### config.mk
export PLATFORM = sky130hd
export DESIGN_NAME = mcp_mem_ctrl
export DESIGN_NICKNAME = d
export VERILOG_FILES = /design/src/core/mcp_pkg.sv /design/src/core/mcp_mem_ctrl.sv
export VERILOG_INCLUDE_DIRS = /design/src /design/src/core
export SDC_FILE = /design/constraint.sdc
export NUM_CORES = 1
export LEC_CHECK = 0
export BUFFER_PORTS_ARGS = -buffer_cell sky130_fd_sc_hd__buf_2
export CAP_MARGIN = 15
export CORE_MARGIN = 4
export CORE_UTILIZATION = 39
export DETAILED_ROUTE_END_ITERATION = 8
export SYNTH_ARGS = -nofsm -noshare
export SYNTH_HDL_FRONTEND = slang
export SYNTH_SLANG_ARGS = --single-unit
### constraint.sdc
create_clock -name clk -period 2.35 [get_ports clk]
set_input_delay 0.47 -clock clk [delete_from_list [all_inputs] [get_ports clk]]
set_output_delay 0.47 -clock clk [all_outputs]
set_load 0.05 [all_outputs]
### src/core/mcp_consts.svh
// constants for the memory controller pin block
`ifndef MCP_CONSTS_SVH
`define MCP_CONSTS_SVH

// machine assignment codes per chip-select region
`define MCP_MACH_GENERAL_CHIPSELECT_MACHINE    2'h0
`define MCP_MACH_UPM     2'h1
`define MCP_MACH_SDRAM   2'h2
`define MCP_MACH_NONE    2'h3

// largest transfer size code: 2**5 = 32 bytes, four beats on a 64-bit port
`define MCP_SIZE_MAX     3'h5

// buffer control selection codes
`define MCP_BCTL_DIR_EN  2'h0
`define MCP_BCTL_WR_RD   2'h1
`define MCP_BCTL_EN_DIR  2'h2
`define MCP_BCTL_OFF     2'h3

// timing counts in clk cycles
`define MCP_MON_LIMIT    10'h100
`define MCP_SD_RCD       3'h2
`define MCP_SD_CL        3'h2

// address bit carried on the a10 line in the row phase
`define MCP_A10_ROW_BIT  20

// last step of the programmable machine's store
`define MCP_UPM_LAST     4'hf

`endif

### src/core/mcp_pkg.sv
// types shared by the memory controller pin block
package mcp_pkg;

   typedef enum logic [2:0] {
      ST_IDLE,
      ST_GP_ADDR,
      ST_GP_STRB,
      ST_UP_RUN,
      ST_SD_ACT,
      ST_SD_CMD,
      ST_SD_DATA
   } mcp_state_t;

   typedef struct packed {
      logic        valid;
      logic        write;
      logic [2:0]  bank;
      logic [2:0]  size;
      logic [31:0] addr;
      logic [63:0] wdata;
   } mcp_req_t;

   typedef struct packed {
      logic [7:0][1:0] bank_machine;
      logic [7:0][1:0] bank_port;
      logic [1:0]      buffer_ctrl_select_field;
      logic            ext_master;
      logic            parity_sep;
      logic            sdram_auto_pre;
   } mcp_cfg_t;

   typedef struct packed {
      logic [5:0] gpl;
      logic       cs_en;
      logic       bs_en;
      logic       last;
   } mcp_upm_word_t;

   typedef struct packed {
      logic          we;
      logic [3:0]    addr;
      mcp_upm_word_t word;
   } mcp_upm_load_t;

   typedef struct packed {
      logic beat_data_valid;
      logic transfer_ack;
      logic transfer_error_ack;
   } mcp_resp_t;

   typedef struct packed {
      logic [7:0] cs_n;
      logic [7:0] lane_write_enable_n;
      logic [7:0] sdram_lane_mask;
      logic [7:0] prog_machine_byte_select_n;
      logic [5:0] prog_general_line;
      logic       memory_output_enable_n;
      logic       sdram_row_strobe_n;
      logic       sdram_column_strobe_n;
      logic       sdram_write_strobe_n;
      logic       sdram_addr_bit_ten;
      logic       sdram_addr_mux_ctrl;
      logic       address_latch;
      logic       buffer_ctrl_zero;
      logic       buffer_ctrl_one;
      logic       parity_chip_select_n;
      logic [1:0] burst_address_bits;
      logic [7:0] lane_parity;
   } mcp_pins_t;

endpackage : mcp_pkg

### src/core/mcp_mem_ctrl.sv
// memory controller pin engines: chip-select, programmable and sdram
//
// Summary of operation
// - eight active-low chip selects, one per memory region.
// - two buffer controls whose behaviour follows a selection field.
// - burst address bits 27-28 follow the current beat address.
// - address latch strobe pulses before a transfer in external-master mode.
// - chip-select machine drives eight per-lane write enables on writes.
// - sdram machine drives eight per-lane data masks.
// - programmable machine byte selects from address, size and port size.
// - a10 carries row address on activate, auto-precharge on column command.
// - six general lines driven purely by the programmable machine's store.
// - sdram write, row and column strobes drive sdram command pins.
// - chip-select machine drives output enable during reads.
// - chip-select machine ends each beat on the external acknowledge.
// - programmable machine pauses while the wait input is high.
// - parity chip select follows the byte strobes when enabled.
// - sdram address mux control switches in external-master mode.
// - data-valid on every beat, acknowledge only with the last.
// - double doubleword to a 32-bit port gives four beats.
// - bus monitor raises transfer error on a hung transfer.
// - single beat ends on one acknowledge, a burst on the acknowledge of its last beat.
// - each lane parity bit gives odd parity over its byte.
`include "mcp_consts.svh"
`timescale 1ns/10ps
`default_nettype none

module mcp_mem_ctrl
   import mcp_pkg::*;
(
   input  wire logic    clk,
   input  wire logic    nrst,
   input  var mcp_req_t req,
   output logic         req_ready,
   input  var mcp_cfg_t system_unit_module_config,
   input  var mcp_upm_load_t upm_load,
   input  wire logic    chipsel_machine_ack_in_n,
   input  wire logic    prog_machine_wait_in,
   output mcp_pins_t    mem_pins,
   output mcp_resp_t    bus_resp
);

   localparam mcp_pins_t PINS_IDLE = '{
      cs_n:                       8'hff,
      lane_write_enable_n:        8'hff,
      sdram_lane_mask:            8'hff,
      prog_machine_byte_select_n: 8'hff,
      prog_general_line:          6'h00,
      memory_output_enable_n:     1'b1,
      sdram_row_strobe_n:         1'b1,
      sdram_column_strobe_n:      1'b1,
      sdram_write_strobe_n:       1'b1,
      sdram_addr_bit_ten:         1'b0,
      sdram_addr_mux_ctrl:        1'b0,
      address_latch:              1'b0,
      buffer_ctrl_zero:           1'b0,
      buffer_ctrl_one:            1'b0,
      parity_chip_select_n:       1'b1,
      burst_address_bits:         2'h0,
      lane_parity:                8'hff
   };

   mcp_cfg_t      cfg;
   mcp_state_t    state_q;
   mcp_state_t    state_d;
   logic [31:0]   addr_q;
   logic [2:0]    bank_q;
   logic          wr_q;
   logic [1:0]    plog_q;
   logic [1:0]    blog_q;
   logic [5:0]    beats_q;
   logic [2:0]    dly_q;
   logic [2:0]    dly_d;
   logic [9:0]    mon_q;
   logic [3:0]    pc_q;
   logic          ack_s1_q;
   logic          ack_s2_q;
   logic          wt_s1_q;
   logic          wt_s2_q;
   logic [7:0]    par_q;
   mcp_pins_t     pins_q;
   mcp_pins_t     pins_d;
   mcp_resp_t     resp_q;
   mcp_upm_word_t upm_mem [16];

   assign cfg = system_unit_module_config;

   // request decode
   wire [1:0] req_mach = cfg.bank_machine[req.bank];
   wire [1:0] req_plog = cfg.bank_port[req.bank];
   wire       req_bad  = (req_mach == `MCP_MACH_NONE) ||
                         (req.size > `MCP_SIZE_MAX);
   wire       start    = (state_q == ST_IDLE) && req.valid;
   wire       start_ok = start && !req_bad;
   wire [1:0] req_blog = (req.size > {1'b0, req_plog}) ?
                         req_plog : req.size[1:0];
   // beats = transfer bytes / bytes per beat
   wire [2:0] beat_shift = req.size - {1'b0, req_blog};
   wire [5:0] req_beats  = 6'h01 << beat_shift;

   assign req_ready = (state_q == ST_IDLE);

   // current step of the programmable machine
   mcp_upm_word_t upm_word;
   assign upm_word = upm_mem[pc_q];

   // beat completion per machine
   wire gp_done = (state_q == ST_GP_STRB) && !ack_s2_q;
   wire up_end  = upm_word.last || (pc_q == `MCP_UPM_LAST);
   wire up_done = (state_q == ST_UP_RUN) && !wt_s2_q && up_end;
   wire sd_done = (state_q == ST_SD_DATA) && (dly_q == 3'h0);
   wire beat_done = gp_done || up_done || sd_done;
   wire last_beat = (beats_q == 6'h01);
   wire timeout   = (mon_q == `MCP_MON_LIMIT);
   wire sd_first  = (state_q == ST_SD_ACT) && (dly_q == `MCP_SD_RCD);

   // lane placement: a narrow port sits on the low lanes
   wire [2:0] port_mask = 3'((4'h1 << plog_q) - 4'h1);
   wire [2:0] lane_off  = addr_q[2:0] & port_mask;
   wire [3:0] beat_bytes = 4'h1 << blog_q;
   wire [3:0] lane_end  = {1'b0, lane_off} + beat_bytes;
   wire [7:0] lane_on;
   wire [7:0] wr_par;

   genvar gi;
   generate
      for (gi = 0; gi < 8; gi++) begin : g_lane
         assign lane_on[gi] = ({1'b0, 3'(gi)} >= {1'b0, lane_off}) &&
                              ({1'b0, 3'(gi)} < lane_end);
         assign wr_par[gi]  = ~^req.wdata[gi*8 +: 8];
      end
   endgenerate

   // next state
   always_comb begin
      state_d = state_q;
      unique case (state_q)
         ST_IDLE: begin
            if (start_ok) begin
               unique case (req_mach)
                  `MCP_MACH_GENERAL_CHIPSELECT_MACHINE: state_d = ST_GP_ADDR;
                  `MCP_MACH_UPM:  state_d = ST_UP_RUN;
                  default:        state_d = ST_SD_ACT;
               endcase
            end
         end
         ST_GP_ADDR: state_d = ST_GP_STRB;
         ST_GP_STRB: begin
            if (gp_done) begin
               state_d = last_beat ? ST_IDLE : ST_GP_ADDR;
            end
         end
         ST_UP_RUN: begin
            if (up_done && last_beat) begin
               state_d = ST_IDLE;
            end
         end
         ST_SD_ACT: begin
            if (dly_q == 3'h0) begin
               state_d = ST_SD_CMD;
            end
         end
         ST_SD_CMD: state_d = ST_SD_DATA;
         ST_SD_DATA: begin
            if (sd_done && last_beat) begin
               state_d = ST_IDLE;
            end
         end
      endcase
      if (timeout) begin
         state_d = ST_IDLE;
      end
   end

   // delay counter: activate-to-command, then read latency
   always_comb begin
      dly_d = dly_q;
      if (start_ok) begin
         dly_d = `MCP_SD_RCD;
      end else if (state_q == ST_SD_CMD) begin
         dly_d = wr_q ? 3'h0 : `MCP_SD_CL;
      end else if (dly_q != 3'h0) begin
         dly_d = dly_q - 3'h1;
      end
   end

   // pin values for the next cycle
   wire xfer   = (state_q != ST_IDLE);
   wire gp_on  = (state_q == ST_GP_ADDR) || (state_q == ST_GP_STRB);
   wire sd_on  = (state_q == ST_SD_ACT) || (state_q == ST_SD_CMD) ||
                 (state_q == ST_SD_DATA);
   wire sd_col = (state_q == ST_SD_CMD) || (state_q == ST_SD_DATA);
   wire up_on  = (state_q == ST_UP_RUN);
   wire strobe = (state_q == ST_GP_STRB) || (up_on && upm_word.bs_en) ||
                 sd_col;

   always_comb begin
      pins_d = PINS_IDLE;
      if ((gp_on || sd_on) || (up_on && upm_word.cs_en)) begin
         pins_d.cs_n[bank_q] = 1'b0;
      end
      if ((state_q == ST_GP_STRB) && wr_q) begin
         pins_d.lane_write_enable_n = ~lane_on;
      end
      pins_d.memory_output_enable_n =
         !((state_q == ST_GP_STRB) && !wr_q);
      if (up_on) begin
         pins_d.prog_general_line = upm_word.gpl;
         if (upm_word.bs_en) begin
            pins_d.prog_machine_byte_select_n = ~lane_on;
         end
      end
      if (sd_col) begin
         pins_d.sdram_lane_mask = ~lane_on;
      end
      pins_d.sdram_row_strobe_n    = !sd_first;
      pins_d.sdram_column_strobe_n = !(state_q == ST_SD_CMD);
      pins_d.sdram_write_strobe_n  = !((state_q == ST_SD_CMD) && wr_q);
      if (state_q == ST_SD_ACT) begin
         pins_d.sdram_addr_bit_ten = addr_q[`MCP_A10_ROW_BIT];
      end else if (state_q == ST_SD_CMD) begin
         pins_d.sdram_addr_bit_ten = cfg.sdram_auto_pre;
      end
      pins_d.sdram_addr_mux_ctrl = cfg.ext_master && sd_col;
      // one cycle ahead of the first chip select so the latch holds early
      pins_d.address_latch = cfg.ext_master && start_ok;
      pins_d.parity_chip_select_n = !(cfg.parity_sep && strobe);
      pins_d.burst_address_bits = addr_q[4:3];
      pins_d.lane_parity = par_q;
      unique case (cfg.buffer_ctrl_select_field)
         `MCP_BCTL_DIR_EN: begin
            pins_d.buffer_ctrl_zero = !wr_q;
            pins_d.buffer_ctrl_one  = !xfer;
         end
         `MCP_BCTL_WR_RD: begin
            pins_d.buffer_ctrl_zero = xfer && wr_q;
            pins_d.buffer_ctrl_one  = xfer && !wr_q;
         end
         `MCP_BCTL_EN_DIR: begin
            pins_d.buffer_ctrl_zero = xfer;
            pins_d.buffer_ctrl_one  = wr_q;
         end
         `MCP_BCTL_OFF: begin
            pins_d.buffer_ctrl_zero = 1'b0;
            pins_d.buffer_ctrl_one  = 1'b0;
         end
      endcase
   end

   // response: valid every beat, acknowledge only on the last
   mcp_resp_t resp_d;
   assign resp_d.beat_data_valid    = beat_done && !timeout;
   assign resp_d.transfer_ack       = beat_done && !timeout &&
                                      last_beat;
   assign resp_d.transfer_error_ack = timeout ||
                                      (start && req_bad);

   // pin inputs come from outside: two flops before use
   always_ff @(posedge clk or negedge nrst) begin
      if (!nrst) begin
         ack_s1_q <= 1'b1;
         ack_s2_q <= 1'b1;
         wt_s1_q  <= 1'b0;
         wt_s2_q  <= 1'b0;
      end else begin
         ack_s1_q <= chipsel_machine_ack_in_n;
         ack_s2_q <= ack_s1_q;
         wt_s1_q  <= prog_machine_wait_in;
         wt_s2_q  <= wt_s1_q;
      end
   end

   always_ff @(posedge clk or negedge nrst) begin
      if (!nrst) begin
         state_q <= ST_IDLE;
         dly_q   <= 3'h0;
         pins_q  <= PINS_IDLE;
         resp_q  <= '0;
      end else begin
         state_q <= state_d;
         dly_q   <= dly_d;
         pins_q  <= pins_d;
         resp_q  <= resp_d;
      end
   end

   // transaction context
   always_ff @(posedge clk or negedge nrst) begin
      if (!nrst) begin
         addr_q <= 32'h0;
         bank_q <= 3'h0;
         wr_q   <= 1'b0;
         plog_q <= 2'h0;
         blog_q <= 2'h0;
         par_q  <= 8'hff;
      end else if (start_ok) begin
         addr_q <= req.addr;
         bank_q <= req.bank;
         wr_q   <= req.write;
         plog_q <= req_plog;
         blog_q <= req_blog;
         par_q  <= wr_par;
      end else if (beat_done) begin
         addr_q <= addr_q + {28'h0, beat_bytes};
      end
   end

   // beat and monitor counters; the monitor restarts on every beat
   always_ff @(posedge clk or negedge nrst) begin
      if (!nrst) begin
         beats_q <= 6'h0;
         mon_q   <= 10'h0;
      end else begin
         if (start_ok) begin
            beats_q <= req_beats;
         end else if (beat_done) begin
            beats_q <= beats_q - 6'h01;
         end
         if (start_ok || beat_done || !xfer || timeout) begin
            mon_q <= 10'h0;
         end else begin
            mon_q <= mon_q + 10'h001;
         end
      end
   end

   // program counter holds while the wait input is high
   always_ff @(posedge clk or negedge nrst) begin
      if (!nrst) begin
         pc_q <= 4'h0;
      end else if (start_ok || !up_on) begin
         pc_q <= 4'h0;
      end else if (!wt_s2_q) begin
         pc_q <= up_end ? 4'h0 : pc_q + 4'h1;
      end
   end

   // program store; contents are undefined until loaded
   always_ff @(posedge clk) begin
      if (upm_load.we) begin
         upm_mem[upm_load.addr] <= upm_load.word;
      end
   end

   assign mem_pins = pins_q;
   assign bus_resp = resp_q;

endmodule : mcp_mem_ctrl

`default_nettype wire

==> Word level (Yosys, flattened, before mapping) <==
Memory sizes are Yosys's and may differ from the RTL's.
Index checks and enable logic that the tools add are counted.
{ "op_classes": {"add_sub_neg": 8, "n_lt_le_gt_ge": 20, "n_eq_ne": 21, "shifts": 3, "mux": 38, "bitwise_logic": 3, "reduce_logical": 76} }
{ "ops": {"columns": ["operator", "n"], "rows": [
  ["2-to-1 mux 32 bit", 2],
  ["XNOR reduction 8 bit", 8],
  ["adder 32 x 4 -> 32 bit", 1],
  ["2-to-1 mux 8 bit", 4],
  ["logical AND 1 bit", 30],
  ["2-to-1 mux 3 bit", 9],
  ["case mux 3 bit (7 select lines)", 1],
  ["logical OR 1 bit", 17],
  ["< comparator 3 x 4 -> 1 bit, first input constant", 4],
  ["inverter 8 bit", 2],
  ["2-to-1 mux 14 bit", 1],
  ["binary-select mux 2 bit (select 3 bit)", 2],
  ["zero test 1 bit", 12],
  ["2-to-1 mux 4 bit", 3],
  ["2-to-1 mux 6 bit", 2],
  ["adder 10 x 1 -> 10 bit, second input constant", 1],
  ["== test 10 x 9 -> 1 bit, second input constant", 1],
  ["2-to-1 mux 10 bit", 1],
  ["== test 3 x 2 -> 1 bit, second input constant", 3],
  ["== test 3 bit, second input constant", 3],
  [">= comparator 3 bit, first input constant", 3],
  ["!= test 3 bit, second input constant", 3],
  ["nonzero test 3 bit", 3],
  ["< comparator 1 x 4 -> 1 bit, first input constant", 2],
  ["other kinds (33)", 51]
]} }
{ "word_totals": {"ff_bits": 139, "mem_bits_rw": 144, "input_bits": 159, "mem_count": 1} }
{ "memory_table": {"columns": ["name", "depth", "word_bits", "read_ports", "rd_ports_with_merged_regs", "write_ports", "line", "text"], "rows": [
  ["upm_mem", 16, 9, 1, 0, 1, "mcp_mem_ctrl.sv:84", "mcp_upm_word_t upm_mem [16];"]
]} }

==> Longest topological paths before layout <==
Gate-level depths: netlist of run 1.
{ "logic_depth": {"ltp_word": 10, "ltp_mapped": 17, "depth_no_buf": 15} }

==> Worst setup path before layout of run 1 <==
Ideal clock, no wire load.
{ "synth_path": {"kind": "input -> register", "start": "in req[100] (netlist name)", "end": "reg beats_q[1]", "setup_time_ns": 0.126, "t_arrival_ns": 3.681, "required_ns": 2.224, "slack_ns": -1.458, "path_stages": 16, "n_path_buf": 2, "cell_sequence": "buf_2 > buf_1 > mux4_2 > nand2_1 > nand2_1 > inv_1 > ha_1 > a21oi_1 > a21oi_1 > or2_2 > mux2_2 > ha_1 > fa_1 > xor2_1 > nor4b_1 > a311o_1"} }
{ "synth_between": {"elab_chain_len": 7, "word_cells_on_any_way": 14, "classes_between": "add/sub (1); order compare (1); eq/ne (1); shift (1); mux (6); reduce/logical (4)"} }
{ "synth_rtl": {"columns": ["element", "line", "text"], "rows": [
  ["start: declaration", "mcp_mem_ctrl.sv:33", "input var mcp_req_t req,"],
  ["binary-select mux 2 bit (select 3 bit) (*)", "mcp_mem_ctrl.sv:90", "wire [1:0] req_plog = cfg.bank_port[req.bank];"],
  ["2-to-1 mux 2 bit (implied by the code) (*)", "mcp_mem_ctrl.sv:90", null],
  ["greater-than comparator 3 x 2 -> 1 bit", "mcp_mem_ctrl.sv:95", "wire [1:0] req_blog = (req.size > {1'b0, req_plog}) ?"],
  ["2-to-1 mux 2 bit (*)", "mcp_mem_ctrl.sv:95", null],
  ["via req_blog[0]", "mcp_mem_ctrl.sv:95", null],
  ["subtractor 3 x 2 -> 3 bit (*)", "mcp_mem_ctrl.sv:98", "wire [2:0] beat_shift = req.size - {1'b0, req_blog};"],
  ["left shift 1 x 3 -> 6 bit (*)", "mcp_mem_ctrl.sv:99", "wire [5:0] req_beats = 6'h01 << beat_shift;"],
  ["2-to-1 mux 6 bit (*)", "mcp_mem_ctrl.sv:314", "if (start_ok) begin"],
  ["end signal: assignment", "mcp_mem_ctrl.sv:315", "beats_q <= req_beats;"],
  ["end signal: assignment", "mcp_mem_ctrl.sv:317", "beats_q <= beats_q - 6'h01;"],
  ["end: declaration", "mcp_mem_ctrl.sv:71", "logic [5:0] beats_q;"]
]} }
The timed path passes the listed nets; every way through them passes the cells marked *. The select of a mux whose other input is x is not followed.
A chain may end at the register's enable or synchronous reset.

==> Worst setup path after layout of run 1 <==
{ "layout_path": {"start": "in req[99] (netlist name)", "end": "reg beats_q[0]"} }
Same word-level chain as after synthesis.

==> results of run 1 <==
## cell type report
class	instances	share of cell area, %
sequential	272	48.4
multi-input combinational	543	29.0
timing repair buffer	316	12.5
clock buffer	40	5.30
tap	396	3.16
clock inverter	13	0.821
inverter	29	0.718
antenna	1	0.0159
## stage by stage
stage / area [sq um] / total power [uW] / hold slack [ns] / utilization (%) / std cells
6_report: 15700 / 16600 / 0.0304 / 50.9 / 1610
5_1_grt: 15700 / 17600 / 0.00869 / 50.9 / 1609
4_1_cts: 15500 / 16600 / 0.0110 / 50.4 / 1607
3_5_place_dp: 14400 / 11900 / 0.346 / 46.8 / 1535
3_3_place_gp: 14400 / 11800 / 0.335 / 46.8 / 1535
2_1_floorplan: 12400 / 10200 / 0.174 / - / 881
## what timing repair did
item / CTS / global route
setup endpoints to repair: 10 / 47
resized for setup: 8 / 31
hold buffers: 1 / 0
pin swaps: 8 / 15
gates cloned: 0 / 1
endpoints found under the hold margin: 21 / 0
buffers inserted: 18 / 11
## cell families after synthesis
family | Yosys count | synth area share, %
adder cells (fa/ha/maj) | 21 | 2.32
multiplexers | 74 | 11.2
flip-flops | 272 | 61.8
AND/OR/NAND/NOR | 244 | 9.68
XOR/XNOR | 85 | 6.06
buffers and inverters | 67 | 2.40
AO/OA/AOI/OAI | 118 | 6.55
## layout by cell type (no fill, tap or decap), types with 5 or more instances in the layout
cell and count:
sky130_fd_sc_hd__buf_2 206, sky130_fd_sc_hd__edfxtp_1 144, sky130_fd_sc_hd__buf_4 94, sky130_fd_sc_hd__nor2_1 72
sky130_fd_sc_hd__dfrtp_1 71, sky130_fd_sc_hd__nand2_1 61, sky130_fd_sc_hd__xnor2_1 60, sky130_fd_sc_hd__dfstp_2 55
sky130_fd_sc_hd__mux4_2 49, sky130_fd_sc_hd__clkbuf_16 30, sky130_fd_sc_hd__a21oi_1 27, sky130_fd_sc_hd__inv_1 26
sky130_fd_sc_hd__xor2_1 24, sky130_fd_sc_hd__o21ai_0 20, sky130_fd_sc_hd__nand3_1 18, sky130_fd_sc_hd__ha_1 15
sky130_fd_sc_hd__nor3_1 13, sky130_fd_sc_hd__nor2b_1 12, sky130_fd_sc_hd__a31oi_1 12, sky130_fd_sc_hd__mux2i_1 11
sky130_fd_sc_hd__or3_1 11, sky130_fd_sc_hd__o211ai_1 11, sky130_fd_sc_hd__and3_1 9, sky130_fd_sc_hd__mux2_2 8
sky130_fd_sc_hd__buf_6 7, sky130_fd_sc_hd__nand2b_1 6, sky130_fd_sc_hd__nand3b_1 6, sky130_fd_sc_hd__clkinv_2 6
sky130_fd_sc_hd__buf_12 6, sky130_fd_sc_hd__nand4_1 5, sky130_fd_sc_hd__clkbuf_1 5
## how the worst max path moves through the flow
stage                       start         end  slack [ns]  cells past startpoint
after floorplan           req[99]  beats_q[0]       -1.09                     15
after global placement    req[99]  beats_q[3]       -1.25                     17
after detailed placement  req[99]  beats_q[1]       -1.31                     15
after CTS                 req[99]  beats_q[0]       -0.54                     15
after global routing      req[99]  beats_q[0]       -0.63                     15
final                     req[99]  beats_q[0]       -0.55                     15
## synth_stat cells (4+ instances only)
cell                       number  share of area (%)
sky130_fd_sc_hd__edfxtp_1     144                 35
sky130_fd_sc_hd__buf_1          6               0.18
sky130_fd_sc_hd__ha_1          18                1.8
sky130_fd_sc_hd__and3_1         9               0.46
sky130_fd_sc_hd__xnor2_1       60                4.3
sky130_fd_sc_hd__nor2_1        73                2.2
sky130_fd_sc_hd__mux2i_1       13                1.1
sky130_fd_sc_hd__dfrtp_1       73                 15
sky130_fd_sc_hd__and2_1         5               0.25
sky130_fd_sc_hd__a31oi_1       13               0.66
sky130_fd_sc_hd__nand2_1       64                2.0
sky130_fd_sc_hd__a21oi_1       28                1.1
sky130_fd_sc_hd__inv_1         29               0.89
sky130_fd_sc_hd__nand3b_1       6               0.37
sky130_fd_sc_hd__dfstp_2       55                 12
sky130_fd_sc_hd__nor4_1         4               0.20
sky130_fd_sc_hd__nand4_1        5               0.25
sky130_fd_sc_hd__o211ai_1      11               0.67
sky130_fd_sc_hd__nor2b_1       12               0.61
sky130_fd_sc_hd__nand3_1       18               0.73
sky130_fd_sc_hd__xor2_1        25                1.8
sky130_fd_sc_hd__o21a_1         4               0.24
sky130_fd_sc_hd__buf_2         11               0.45
sky130_fd_sc_hd__mux2_2        12                1.1
sky130_fd_sc_hd__o21ai_0       21               0.86
sky130_fd_sc_hd__or3_1         11               0.56
sky130_fd_sc_hd__clkbuf_1      16               0.49
sky130_fd_sc_hd__nor3_1        14               0.57
sky130_fd_sc_hd__mux4_2        48                8.8
sky130_fd_sc_hd__nand2b_1       6               0.31
## critical path, cell delays in order
cell	delay (ns)
sky130_fd_sc_hd__buf_12	0.09
sky130_fd_sc_hd__mux4_2	0.50
sky130_fd_sc_hd__nand2_2	0.08
sky130_fd_sc_hd__nand2_2	0.06
sky130_fd_sc_hd__inv_2	0.08
sky130_fd_sc_hd__ha_4	0.21
sky130_fd_sc_hd__a21oi_2	0.12
sky130_fd_sc_hd__a21oi_1	0.05
sky130_fd_sc_hd__or2_4	0.24
sky130_fd_sc_hd__mux2_4	0.32
sky130_fd_sc_hd__ha_4	0.16
sky130_fd_sc_hd__fa_2	0.56
sky130_fd_sc_hd__nand2_1	0.05
sky130_fd_sc_hd__or3_1	0.30
sky130_fd_sc_hd__o211ai_1	0.09
## sequential cells by signal, indices dropped and copies added, names as in the netlist
register,cells
blog_q,2
pc_q,4
bus_resp,3
upm_mem,144
par_q,8
plog_q,2
beats_q,6
bank_q,3
state_q,3
mon_q,10
mem_pins,58
ack_s1_q,1
wt_s2_q,1
dly_q,3
wr_q,1
wt_s1_q,1
addr_q,21
ack_s2_q,1
## metal layers
metal	vias to the layer above	GRT usage (%)	wire, um
li1	3872	-	-
met1	4023	22.3	12500
met2	249	26.6	13800
met3	59	2.48	1720
met4	2	4.32	766
met5	-	0	13
## power by group through the flow
| stage | Combinational [uW] | Clock, uW | Sequential [uW] |
|---|---|---|---|
| floorplan | 2710 | 0 | 7510 |
| global placement | 5260 | 0 | 6540 |
| detailed placement | 5320 | 0 | 6560 |
| CTS | 5430 | 4660 | 6480 |
| global route | 6160 | 4880 | 6600 |
| finish | 5610 | 4540 | 6480 |
==> results.md, run 1 <==
- The kind of critical path is input pin to register.
- Across the VDD grid, the largest voltage drop is between 600 and 700 uV.
- The number of global-route vias before repair is approximately 8200.
- The cell sitting at the root of the clock tree is a sky130_fd_sc_hd__clkbuf_16.
- For flop-to-flop paths, the worst setup slack is ~0.070 ns.
- The startpoint of the worst-slack reg-to-reg timing path is pc_q[1].
- At the worst endpoint, the required time is approximately 2.8 ns.
- The net count of the finished layout is around 1400.
- The TritonCTS clock tree is done.
- Clock-pin slew was measured on the worst setup and hold paths at 0.06 ns.
- In this run the remaining antenna-violating nets after routing total 0.
- The initial antenna violation count came to 1.
- The final period utilization is 123%.
- The run finished, with violations left.
- The mapped cell area is about 12000 sq um.
- The clock period minus final worst setup slack is a little under 3 ns.
- The max-slew violation total from the final report is 0.
- Dividing the detail-routed via count by the number of cells gives roughly 5.1.
- The share of synthesized flip-flops with an asynchronous set or reset is 47.1%.
- The die width is roughly 190 um.
- The number of nets in the synthesized netlist is roughly 1100.
- The sequential cells in the finished layout cover a total of 7600 sq um.
- The global router's overall resource usage is around 16%.
- Sequential cells were found to cover roughly three fifths of the synthesized design area.
- Summing all multi-input logic gate instances after layout gives 4560 sq um.
- The count of endpoints failing hold in the final timing report is 0.
- STA classifies the critical path endpoint as a register.
- The I/O pin count is roughly 220.
- In this run the tightest slew margin relative to its limit is between 60% and 70%.
- Counting the fill cells in the layout gives 2675.
- After synthesis, the mean cell area works out to between 10 and 15 sq um.
- The number of cells on the worst hold path is 1.
- In this run, synthesis inferred roughly 140 flip-flops with an integrated enable.
- Along the worst path, the maximum fanout reaches 5.
- The internal portion of the total power is 10900 uW.
- At the later pin of the worst-skew pair, clock insertion delay measures roughly 0.56 ns.
- For this run, design rule violations remaining after detail routing come to 0.
- Among all flip-flop cells after synthesis, the most frequent one is sky130_fd_sc_hd__edfxtp_1.
- The total CTS buffers is 29.
- The number of warning messages in the yosys log is 0.
- The number of detailed-route iterations in the first pass is 4.
- The HPWL after detailed placement is 20300 um.
- The worst setup skew after layout is 0.0126 ns.
- The vertical die dimension is 186 um.
- For this block, the routed nets add up to 28800 um of wire.
- The worst hold path belongs to the class input pin to register.
- Timing would allow up to about 0.34 GHz.
- The total power divided by cell area is about 1100 nW/um^2.
- The final-report setup violation count is 6.
- The quantity of I/O buffers inserted on ports is roughly 210.
- The global-route congestion overflow total is 0.
- In this run the standard cell core region covers 30800 sq um.
- Synthesis instantiated 66 different standard cells from the library.
- The net switching share of the total power is 34.5%.
- The post-synthesis register bit count is about 270.
- The slew at the pin closest to its max-slew limit is approximately 0.47 ns.
- The cell depth of the worst flop-to-flop path is 7.
- After floorplanning, the core was divided into between 60 and 70 placement rows.
- The clock passes through at most 3 buffers.
- The max-cap violation count is 0.
- The combinational power share is between 30% and 40%.
- In the final routed layout, each cell accounts on average for around 18 um.
- Relative to the synthesized area, the layout overhead comes to 27.7%.
- The sequential fraction of design power is about 39%.
- The share of layout cells above drive strength 1 is roughly 43%.
- The total clock sinks is 272.
- Across all setup checks in the final design, the least slack found is -0.551 ns.
- The effective utilization at floorplan is 39.9%.
- STA puts the critical path data arrival time at 3.38 ns.
- The DRC violation total after the first TritonRoute iteration is approximately 420.
- The first global-routing pass estimated 43900 um of wire.
- The total negative slack is -3.07 ns.
- The final reports fail on setup timing.
- The worst setup path is launched from an input pin.
- The critical hold path startpoint is prog_machine_wait_in.
- The placement-stage worst setup slack is -1.31 ns.
- The total net switching power is between 5000 and 6000 uW.
- The global placement routability congestion is 0.807.
- The largest net degree at the start of global routing is 46.
- The endpoint of the worst-slack reg-to-reg timing path is addr_q[19].
- Setup repair after global routing could not meet its margin everywhere.
- The H-tree depth reported by CTS is 1.
- After technology mapping, the gate count stands at 881.
- The routed layout has around 8200 vias.
- The share of power burned in the clock network is a little over a quarter.
- The full die area is 34400 sq um.
- The end point of the most critical hold path is wt_s1_q.
- In this run the static leakage power is just over 0.006 uW.
No activity file was read; power rests on OpenSTA's default activity.
==> run 2, diff against run 1 <==
PLACE_DENSITY_LB_ADDON = 0.08   (was default)
==> run 2 against run 1 <==
Against the previous run:
- the flow still finishes with violations (setup timing)
- sequential share of layout area is 0.21 points lower
- cell count is 0.37% higher
- global-route usage is 0.23 points higher
- register-to-register slack worse by 0.02 ns
- sequential power hardly changed
- largest cell class unchanged
- largest power group unchanged
- highest routed layer is now met4
==> results.md, run 2 (synthesized netlist as in run 1, its figures left out) <==
- The post-detailed-route DRC marker count is 0.
- After detailed routing, the number of vias per cell comes to approximately 5.0.
- The later-pin clock latency in the skew report is approximately 0.56 ns.
- The number of global-route vias before repair is between 8000 and 9000.
- The global router's overall resource usage is 16.3%.
- The flow ran to the end, but the final reports show violations.
- The max-cap violation count is 0.
- The initial antenna violation count came to 0.
- TritonCTS built the clock tree.
- Relative to the synthesized area, the layout overhead comes to 28.3%.
- Across all register-to-register paths, the minimum setup slack is around 0.05 ns.
- The count of endpoints failing hold in the final timing report is 0.
- For met1 alone, demand over resource in global routing was 22.5%.
- The placement-stage worst setup slack is -1.31 ns.
- After layout, the worst setup slack is -0.603 ns.
- Summed over all nets, the half-perimeter wirelength after detailed placement is a little over 20000 um.
- The post-CTS clock slew at the launch and capture registers of the worst setup and hold paths is roughly 0.060 ns.
- The initial utilization of the core area, before any placement, comes to approximately two fifths.
- The multi-input combinational cells in the finished layout cover a total of 4590 sq um.
- The total CTS buffers is 29.
- The global-route congestion overflow total is 0.
- Dividing the detail-routed wire length by the instance count gives between 15 and 20 um.
- CTS placed an instance of sky130_fd_sc_hd__clkbuf_16 at the clock tree root.
- The final-report setup violation count is 7.
- The H-tree depth reported by CTS is 1.
- The total number of vias is 8159.
- For met3 alone, demand over resource in global routing was under 10%.
- The final layout contains 1377 nets.
- The checks that failed: setup timing.
- The aggregate routed wire length is roughly 29000 um.
- The I/O pin count is 221.
- The share of power burned in the clock network is between 20% and 30%.
- The full die area is roughly 34000 sq um.
- VDD sags by at most 616 uV.
- The register cell area after layout is roughly 7600 sq um.
- The die width is around 190 um.
- For this run, the share of the core covered by cells in the final layout is 51.1%.
- STA classifies the critical path endpoint as a register.
- The register with the most flip-flops in the layout has 144 of them.
- Summed over all nets, the switching power comes to 5770 uW.
- The top fanout value on the critical path is 5.
- The launching element type of the critical path is an input pin.
- Entering global routing, the biggest net connects 60 pins.
- Counting the fill cells in the layout gives roughly 2700.
- The met2 usage in global routing is between 20% and 30%.
- The register name with the most flops is upm_mem.
- Data arrives at the worst endpoint at around 3.4 ns.
- The count of inserted antenna diode cells is 0.
- In this run the static leakage power is between 0.006 and 0.007 uW.
- The most common library cell in the layout ignoring fill and taps is sky130_fd_sc_hd__buf_2.
- During placement, the flow inserted port buffers numbering approximately 210.
- The kind of critical path is input pin to register.
- Power spread over the standard cell area amounts to 1060 nW/um^2.
- At the worst endpoint, the required time is 2.81 ns.
- The first detailed-routing pass took 5 iterations.
- No sink is reached through more buffers than the 3 on the longest clock path.
- Per report_power, the combinational group accounts for about 34% of the total.
- The slew at the pin closest to its max-slew limit is roughly 0.6 ns.
- Net switching is 34.6% of the power.
- Routability-driven placement finished with a final weighted congestion of 0.800.
- The peak clock frequency supported by timing is ~0.34 GHz.
- The initialized floorplan defines between 60 and 70 standard-cell rows.
- In the final layout, the share of cells above drive strength 1 is 43.4%.
- The vertical die dimension is between 150 and 200 um.
- The tree built by TritonCTS fans out to between 200 and 300 sinks.
- The final critical path takes up 126% of the cycle.
- The internal power is 10900 uW.
- The sequential fraction of design power is 39.0%.
- The library cells used most frequently in the layout, excluding fill and tap cells, are sky130_fd_sc_hd__buf_2 (206), sky130_fd_sc_hd__edfxtp_1 (144), sky130_fd_sc_hd__buf_4 (99).
- The relative max-transition margin is between 60% and 70%.
- The DRC violation total after the first TritonRoute iteration is ~440.
- The max-slew violation total from the final report came to 0.
- Setup repair after global routing could not meet its margin everywhere.
- The detail route stage leaves a number of antenna-violating nets equal to 0.
- The worst setup skew after layout is around 0.022 ns.
- The worst hold path belongs to the class input pin to register.
- The first global-routing pass estimated ~45000 um of wire.
- The total area inside the core boundary comes to approximately 31000 sq um.
- The routing layer with the top usage in global route is met2.
- The clock period minus final worst setup slack is roughly 3 ns.
run 2: cell count changes in the layout (fill, tap and decap cells not counted), sizes merged:
cell         previous run  this run
buf                   314       318
inv                    29        30
clkinv                  9         6
diode                   1         0
a22o                    1         2
clkbuf                 41        44
dlygate4sd3             1         2
run 2: what timing repair did:
action                                 CTS  global route
buffers inserted                         2            11
hold buffers                             2             0
gates resized for setup                 11            28
setup endpoints to repair               10            50
endpoints found under the hold margin   21             0
cloned                                   0             2
pin swaps                               11            14
run 2: final cells by class:
| class | instances | area share (%) |
|---|---|---|
| Inverter | 29 | 0.714 |
| Clock buffer | 43 | 5.22 |
| Tap cell | 396 | 3.14 |
| Timing Repair Buffer | 321 | 12.8 |
| Clock inverter | 11 | 0.810 |
| Multi-Input combinational cell | 544 | 29.1 |
| Sequential cell | 272 | 48.2 |
run 2: through the flow:
step | instances | cell area (sq um) | setup TNS [ns] | hold WS (ns) | power [uW]
detailed placement | 1546 | 14500 | -16.25 | 0.343 | 12000
CTS | 1604 | 15600 | -2.82 | 0.0391 | 16600
global route | 1616 | 15800 | -4.18 | 0.0353 | 17700
global placement | 1546 | 14500 | -15.30 | 0.339 | 11900
finish | 1616 | 15800 | -3.38 | 0.0632 | 16700
floorplan | 881 | 12400 | -6.33 | 0.174 | 10200
run 2: final timing paths:
kind / start / to / cells after the start
worst min-delay path: prog_machine_wait_in / wt_s1_q / 1
worst min register to register: wt_s1_q / wt_s2_q / 0
min in group asynchronous: nrst / mem_pins[20] / 2
worst max register to register: pc_q[1] / addr_q[19] / 7
max in group asynchronous: nrst / mem_pins[1] / 3
worst max-delay path: req[99] / beats_q[0] / 15
run 2: power groups by stage:
| stage | Sequential, uW | Clock (uW) | Combinational [uW] |
|---|---|---|---|
| floorplan | 7510 | 0 | 2710 |
| global placement | 6570 | 0 | 5320 |
| detailed placement | 6570 | 0 | 5380 |
| CTS | 6500 | 4640 | 5430 |
| global route | 6610 | 4860 | 6240 |
| finish | 6500 | 4510 | 5650 |
run 2: worst max-delay path, cell delays in order:
cell	delay, ns
sky130_fd_sc_hd__buf_12	0.09
sky130_fd_sc_hd__mux4_2	0.50
sky130_fd_sc_hd__nand2_2	0.08
sky130_fd_sc_hd__nand2_2	0.06
sky130_fd_sc_hd__inv_2	0.08
sky130_fd_sc_hd__ha_4	0.21
sky130_fd_sc_hd__a21oi_2	0.15
sky130_fd_sc_hd__a21oi_2	0.04
sky130_fd_sc_hd__or2_4	0.23
sky130_fd_sc_hd__mux2_4	0.32
sky130_fd_sc_hd__ha_4	0.16
sky130_fd_sc_hd__fa_2	0.38
sky130_fd_sc_hd__xor2_4	0.22
sky130_fd_sc_hd__or3_1	0.35
sky130_fd_sc_hd__o211ai_1	0.08
run 2: routing by layer:
layer  vias to the layer above  share of wire, %
met5                         -                 0
met4                         0               1.4
met3                        36               5.9
met2                       233                49
met1                      3997                44
li1                       3893                 -
==> run 3, diff against run 2 <==
CORE_UTILIZATION = 35   (was 39)
==> run 3 against run 2 <==
Against the previous run:
- the flow still finishes with violations (setup timing)
- via count down 0.98%
- total power up 4.5%
- non-clock buffer count down 1
- combinational power increased by 2%
- routed wire length up 1.8%
==> results.md, run 3 (synthesized netlist as in run 1, its figures left out) <==
- The worst min-delay path class is input pin to register.
- The worst hold-check slack is between 0.05 and 0.06 ns.
- The kind of critical path is input pin to register.
- The signal on the critical path passes through buf_12 > mux4_2 > nand2_2 > nand2_2 > inv_2 > ha_4 > a21oi_2 > a21oi_2 > or2_4 > mux2_4 > ha_4 > fa_2 > xor2_4 > or3_1 > o211ai_1.
- The max-slew violation total from the final report came to 0.
- The worst setup path is captured at a register.
- Counting I/O delays and the setup requirement, the final critical path takes 2.97 ns.
- Cells with a size suffix above 1 make up around 45% of the layout.
- Of all nets on the critical path, the largest fanout is 6.
- The total clock sinks is 272.
- The final reports fail on setup timing.
- The total number of vias is 8079.
- The DRC violation total after the first TritonRoute iteration is 334.
- Setup violations remaining at the end of the flow were counted as 6.
- The TritonCTS clock tree is done.
- Based on the critical path, the design can be clocked at up to 0.337 GHz.
- The post-CTS clock slew at the launch and capture registers of the worst setup and hold paths is ~0.06 ns.
- Using the TritonRoute via totals, the vias-per-cell ratio works out to just under 5.
- Net switching is 34.0% of the power.
- The vertical die dimension is ~200 um.
- The quantity of I/O buffers inserted on ports is between 200 and 250.
- The worst setup skew after layout is around 0.011 ns.
- Setup repair after global routing could not meet its margin everywhere.
- Of the total power, registers draw between 30% and 40%.
- The detailed-route wire length per cell is approximately 18 um.
- The number of global-route vias before repair is roughly 8500.
- The global placement routability congestion is 0.809.
- The library cell used most frequently in the layout, excluding fill and tap cells, is sky130_fd_sc_hd__buf_2.
- Detailed placement finished with a half-perimeter wire length of 20800 um.
- The count of endpoints failing hold in the final timing report is 0.
- In the routed design, unresolved DRC markers number 0.
- In this run the deepest clock path goes through 3 buffers.
- The number of placement rows is 68.
- The placement-stage worst setup slack is -1.38 ns.
- The effective utilization at floorplan is 35.5%.
- The count of nets left with antenna violations once routing finished came out at 0.
- Before antenna repair, the detailed router went through 6 iterations.
- The number of fill cells in the layout is roughly 3100.
- In this run the standard cell core region covers between 30000 and 40000 sq um.
- Entering global routing, the biggest net connects 53 pins.
- The internal power is 11500 uW.
- The flow ran to the end, but the final reports show violations.
- The register with the most flip-flops in the layout has about 140 of them.
- The total net switching power is between 5000 and 6000 uW.
- The required time reported for the critical path endpoint is approximately 2.8 ns.
- The first-pass GRT wire length is ~48000 um.
- The total negative slack is -3.28 ns.
- Leaving out fill and tap cells, the most frequent cells in the layout are sky130_fd_sc_hd__buf_2 (206), sky130_fd_sc_hd__edfxtp_1 (144), sky130_fd_sc_hd__buf_4 (93).
- The register name with the most flops is upm_mem.
- The leakage power figure is 0.00627 uW.
- The buffer cell driving the clock tree root is sky130_fd_sc_hd__clkbuf_16.
- The total CTS buffers is 31.
- In the global route stage, overall resource usage came out at between 10% and 20%.
- The initial antenna violation count is 0.
- The final period utilization is 126%.
- For the pin with the worst max-slew slack, the measured transition is around 0.51 ns.
- The slowest stage of the critical path is the sky130_fd_sc_hd__mux4_2 cell.
- The number of nets in the final layout is 1377.
- At the later pin of the worst-skew pair, clock insertion delay measures roughly 0.56 ns.
- Across the VDD grid, the largest voltage drop is between 800 and 900 uV.
- Setup slack on the critical path of the routed design comes to -0.616 ns.
- After detailed routing, the total wire length is roughly 30000 um.
- The area overhead of the layout relative to synthesis is 31.0%.
- The I/O pin count is between 200 and 250.
- The combinational power share is around 33%.
- CTS built an H-tree with a depth of 1.
- The relative max-transition margin is between 60 and 70%.
- The full die area is 38200 sq um.
- In this design, the stage delay of the slowest critical-path cell is around 0.5 ns.
- The die is between 150 and 200 um wide.
- STA classifies the critical path startpoint as an input pin.
- Power spread over the standard cell area amounts to 1080 nW/um^2.
- In this run, the clock network consumes between 20 and 30% of the power.
- The critical path arrival is between 3 and 4 ns.
- The tool flagged a number of max-cap violations equal to 0.
- Global routing finished with a remaining overflow of 0.
[run 3: cell count changes in the layout (fill, tap and decap cells not counted), sizes merged]
cell and delta:
a22o -1, clkinvlp +3, clkinv -1, diode +1
buf -1, bufinv +2
[run 3: per-layer routing]
layer	vias to the layer above	global-route usage (%)	share of wire (%)
met3	37	2.38	4.8
li1	3883	-	-
met5	-	0	0
met4	0	3.26	1.8
met1	3966	22.2	46
met2	193	25.2	47
[run 3: cell type report]
cell class / count / area, sq um / share of cell area, %
clock inverters: 15 / 200 / 1.24
well taps: 455 / 569 / 3.54
diodes: 1 / 2.50 / 0.0155
clock buffers: 43 / 935 / 5.81
flip-flops and latches: 272 / 7600 / 47.2
inverters: 29 / 113 / 0.700
repair buffers: 320 / 2040 / 12.7
multi-input cells: 543 / 4640 / 28.8
[run 3: timing repair]
item                                    4_1_cts  5_1_grt
hold buffers                                  2        0
endpoints found under the hold margin        17        0
buffers inserted                              2       14
pin swaps                                     8       36
gates cloned                                  0        1
gates resized for setup                      11       55
endpoints found under the setup margin       23       71
[run 3: worst max-delay path, delay by kind of cell]
kind | cells | cell delay [ns]
and+or+nand+nor | 4 | 0.72
AOI/OAI and AO/OA | 3 | 0.28
xor gates and xnor gates | 1 | 0.22
buffers and inverters | 2 | 0.16
muxes | 2 | 0.82
adders and majority gates | 3 | 0.74
[run 3: path summary, 6_finish.rpt]
check,start,endpoint,slack [ns],depth (start not counted)
max,req[99],beats_q[0],-0.62,15
min,system_unit_module_config[1],mem_pins[10],0.05,2
max reg2reg,pc_q[1],addr_q[4],0.01,7
min reg2reg,wt_s1_q,wt_s2_q,0.35,0
max in group asynchronous,nrst,ack_s2_q,1.21,3
min in group asynchronous,nrst,bank_q[1],0.43,2
[run 3: power groups by stage]
stage,Sequential (uW),Clock (uW),Combinational (uW)
after floorplan,7510,0,2710
after global placement,6580,0,5370
after detailed placement,6580,0,5390
after CTS,6500,5340,5450
after global routing,6620,5570,6330
final,6510,5170,5740
[run 3: per-stage QoR]
| step | util, % | total power, uW | std cells | cell area (sq um) |
|---|---|---|---|---|
| CTS | 45.6 | 17300 | 1662 | 15800 |
| global placement | 42.0 | 11900 | 1600 | 14600 |
| floorplan | - | 10200 | 881 | 12400 |
| detailed placement | 42.0 | 12000 | 1600 | 14600 |
| finish | 46.5 | 17400 | 1678 | 16100 |
| global route | 46.5 | 18500 | 1677 | 16100 |
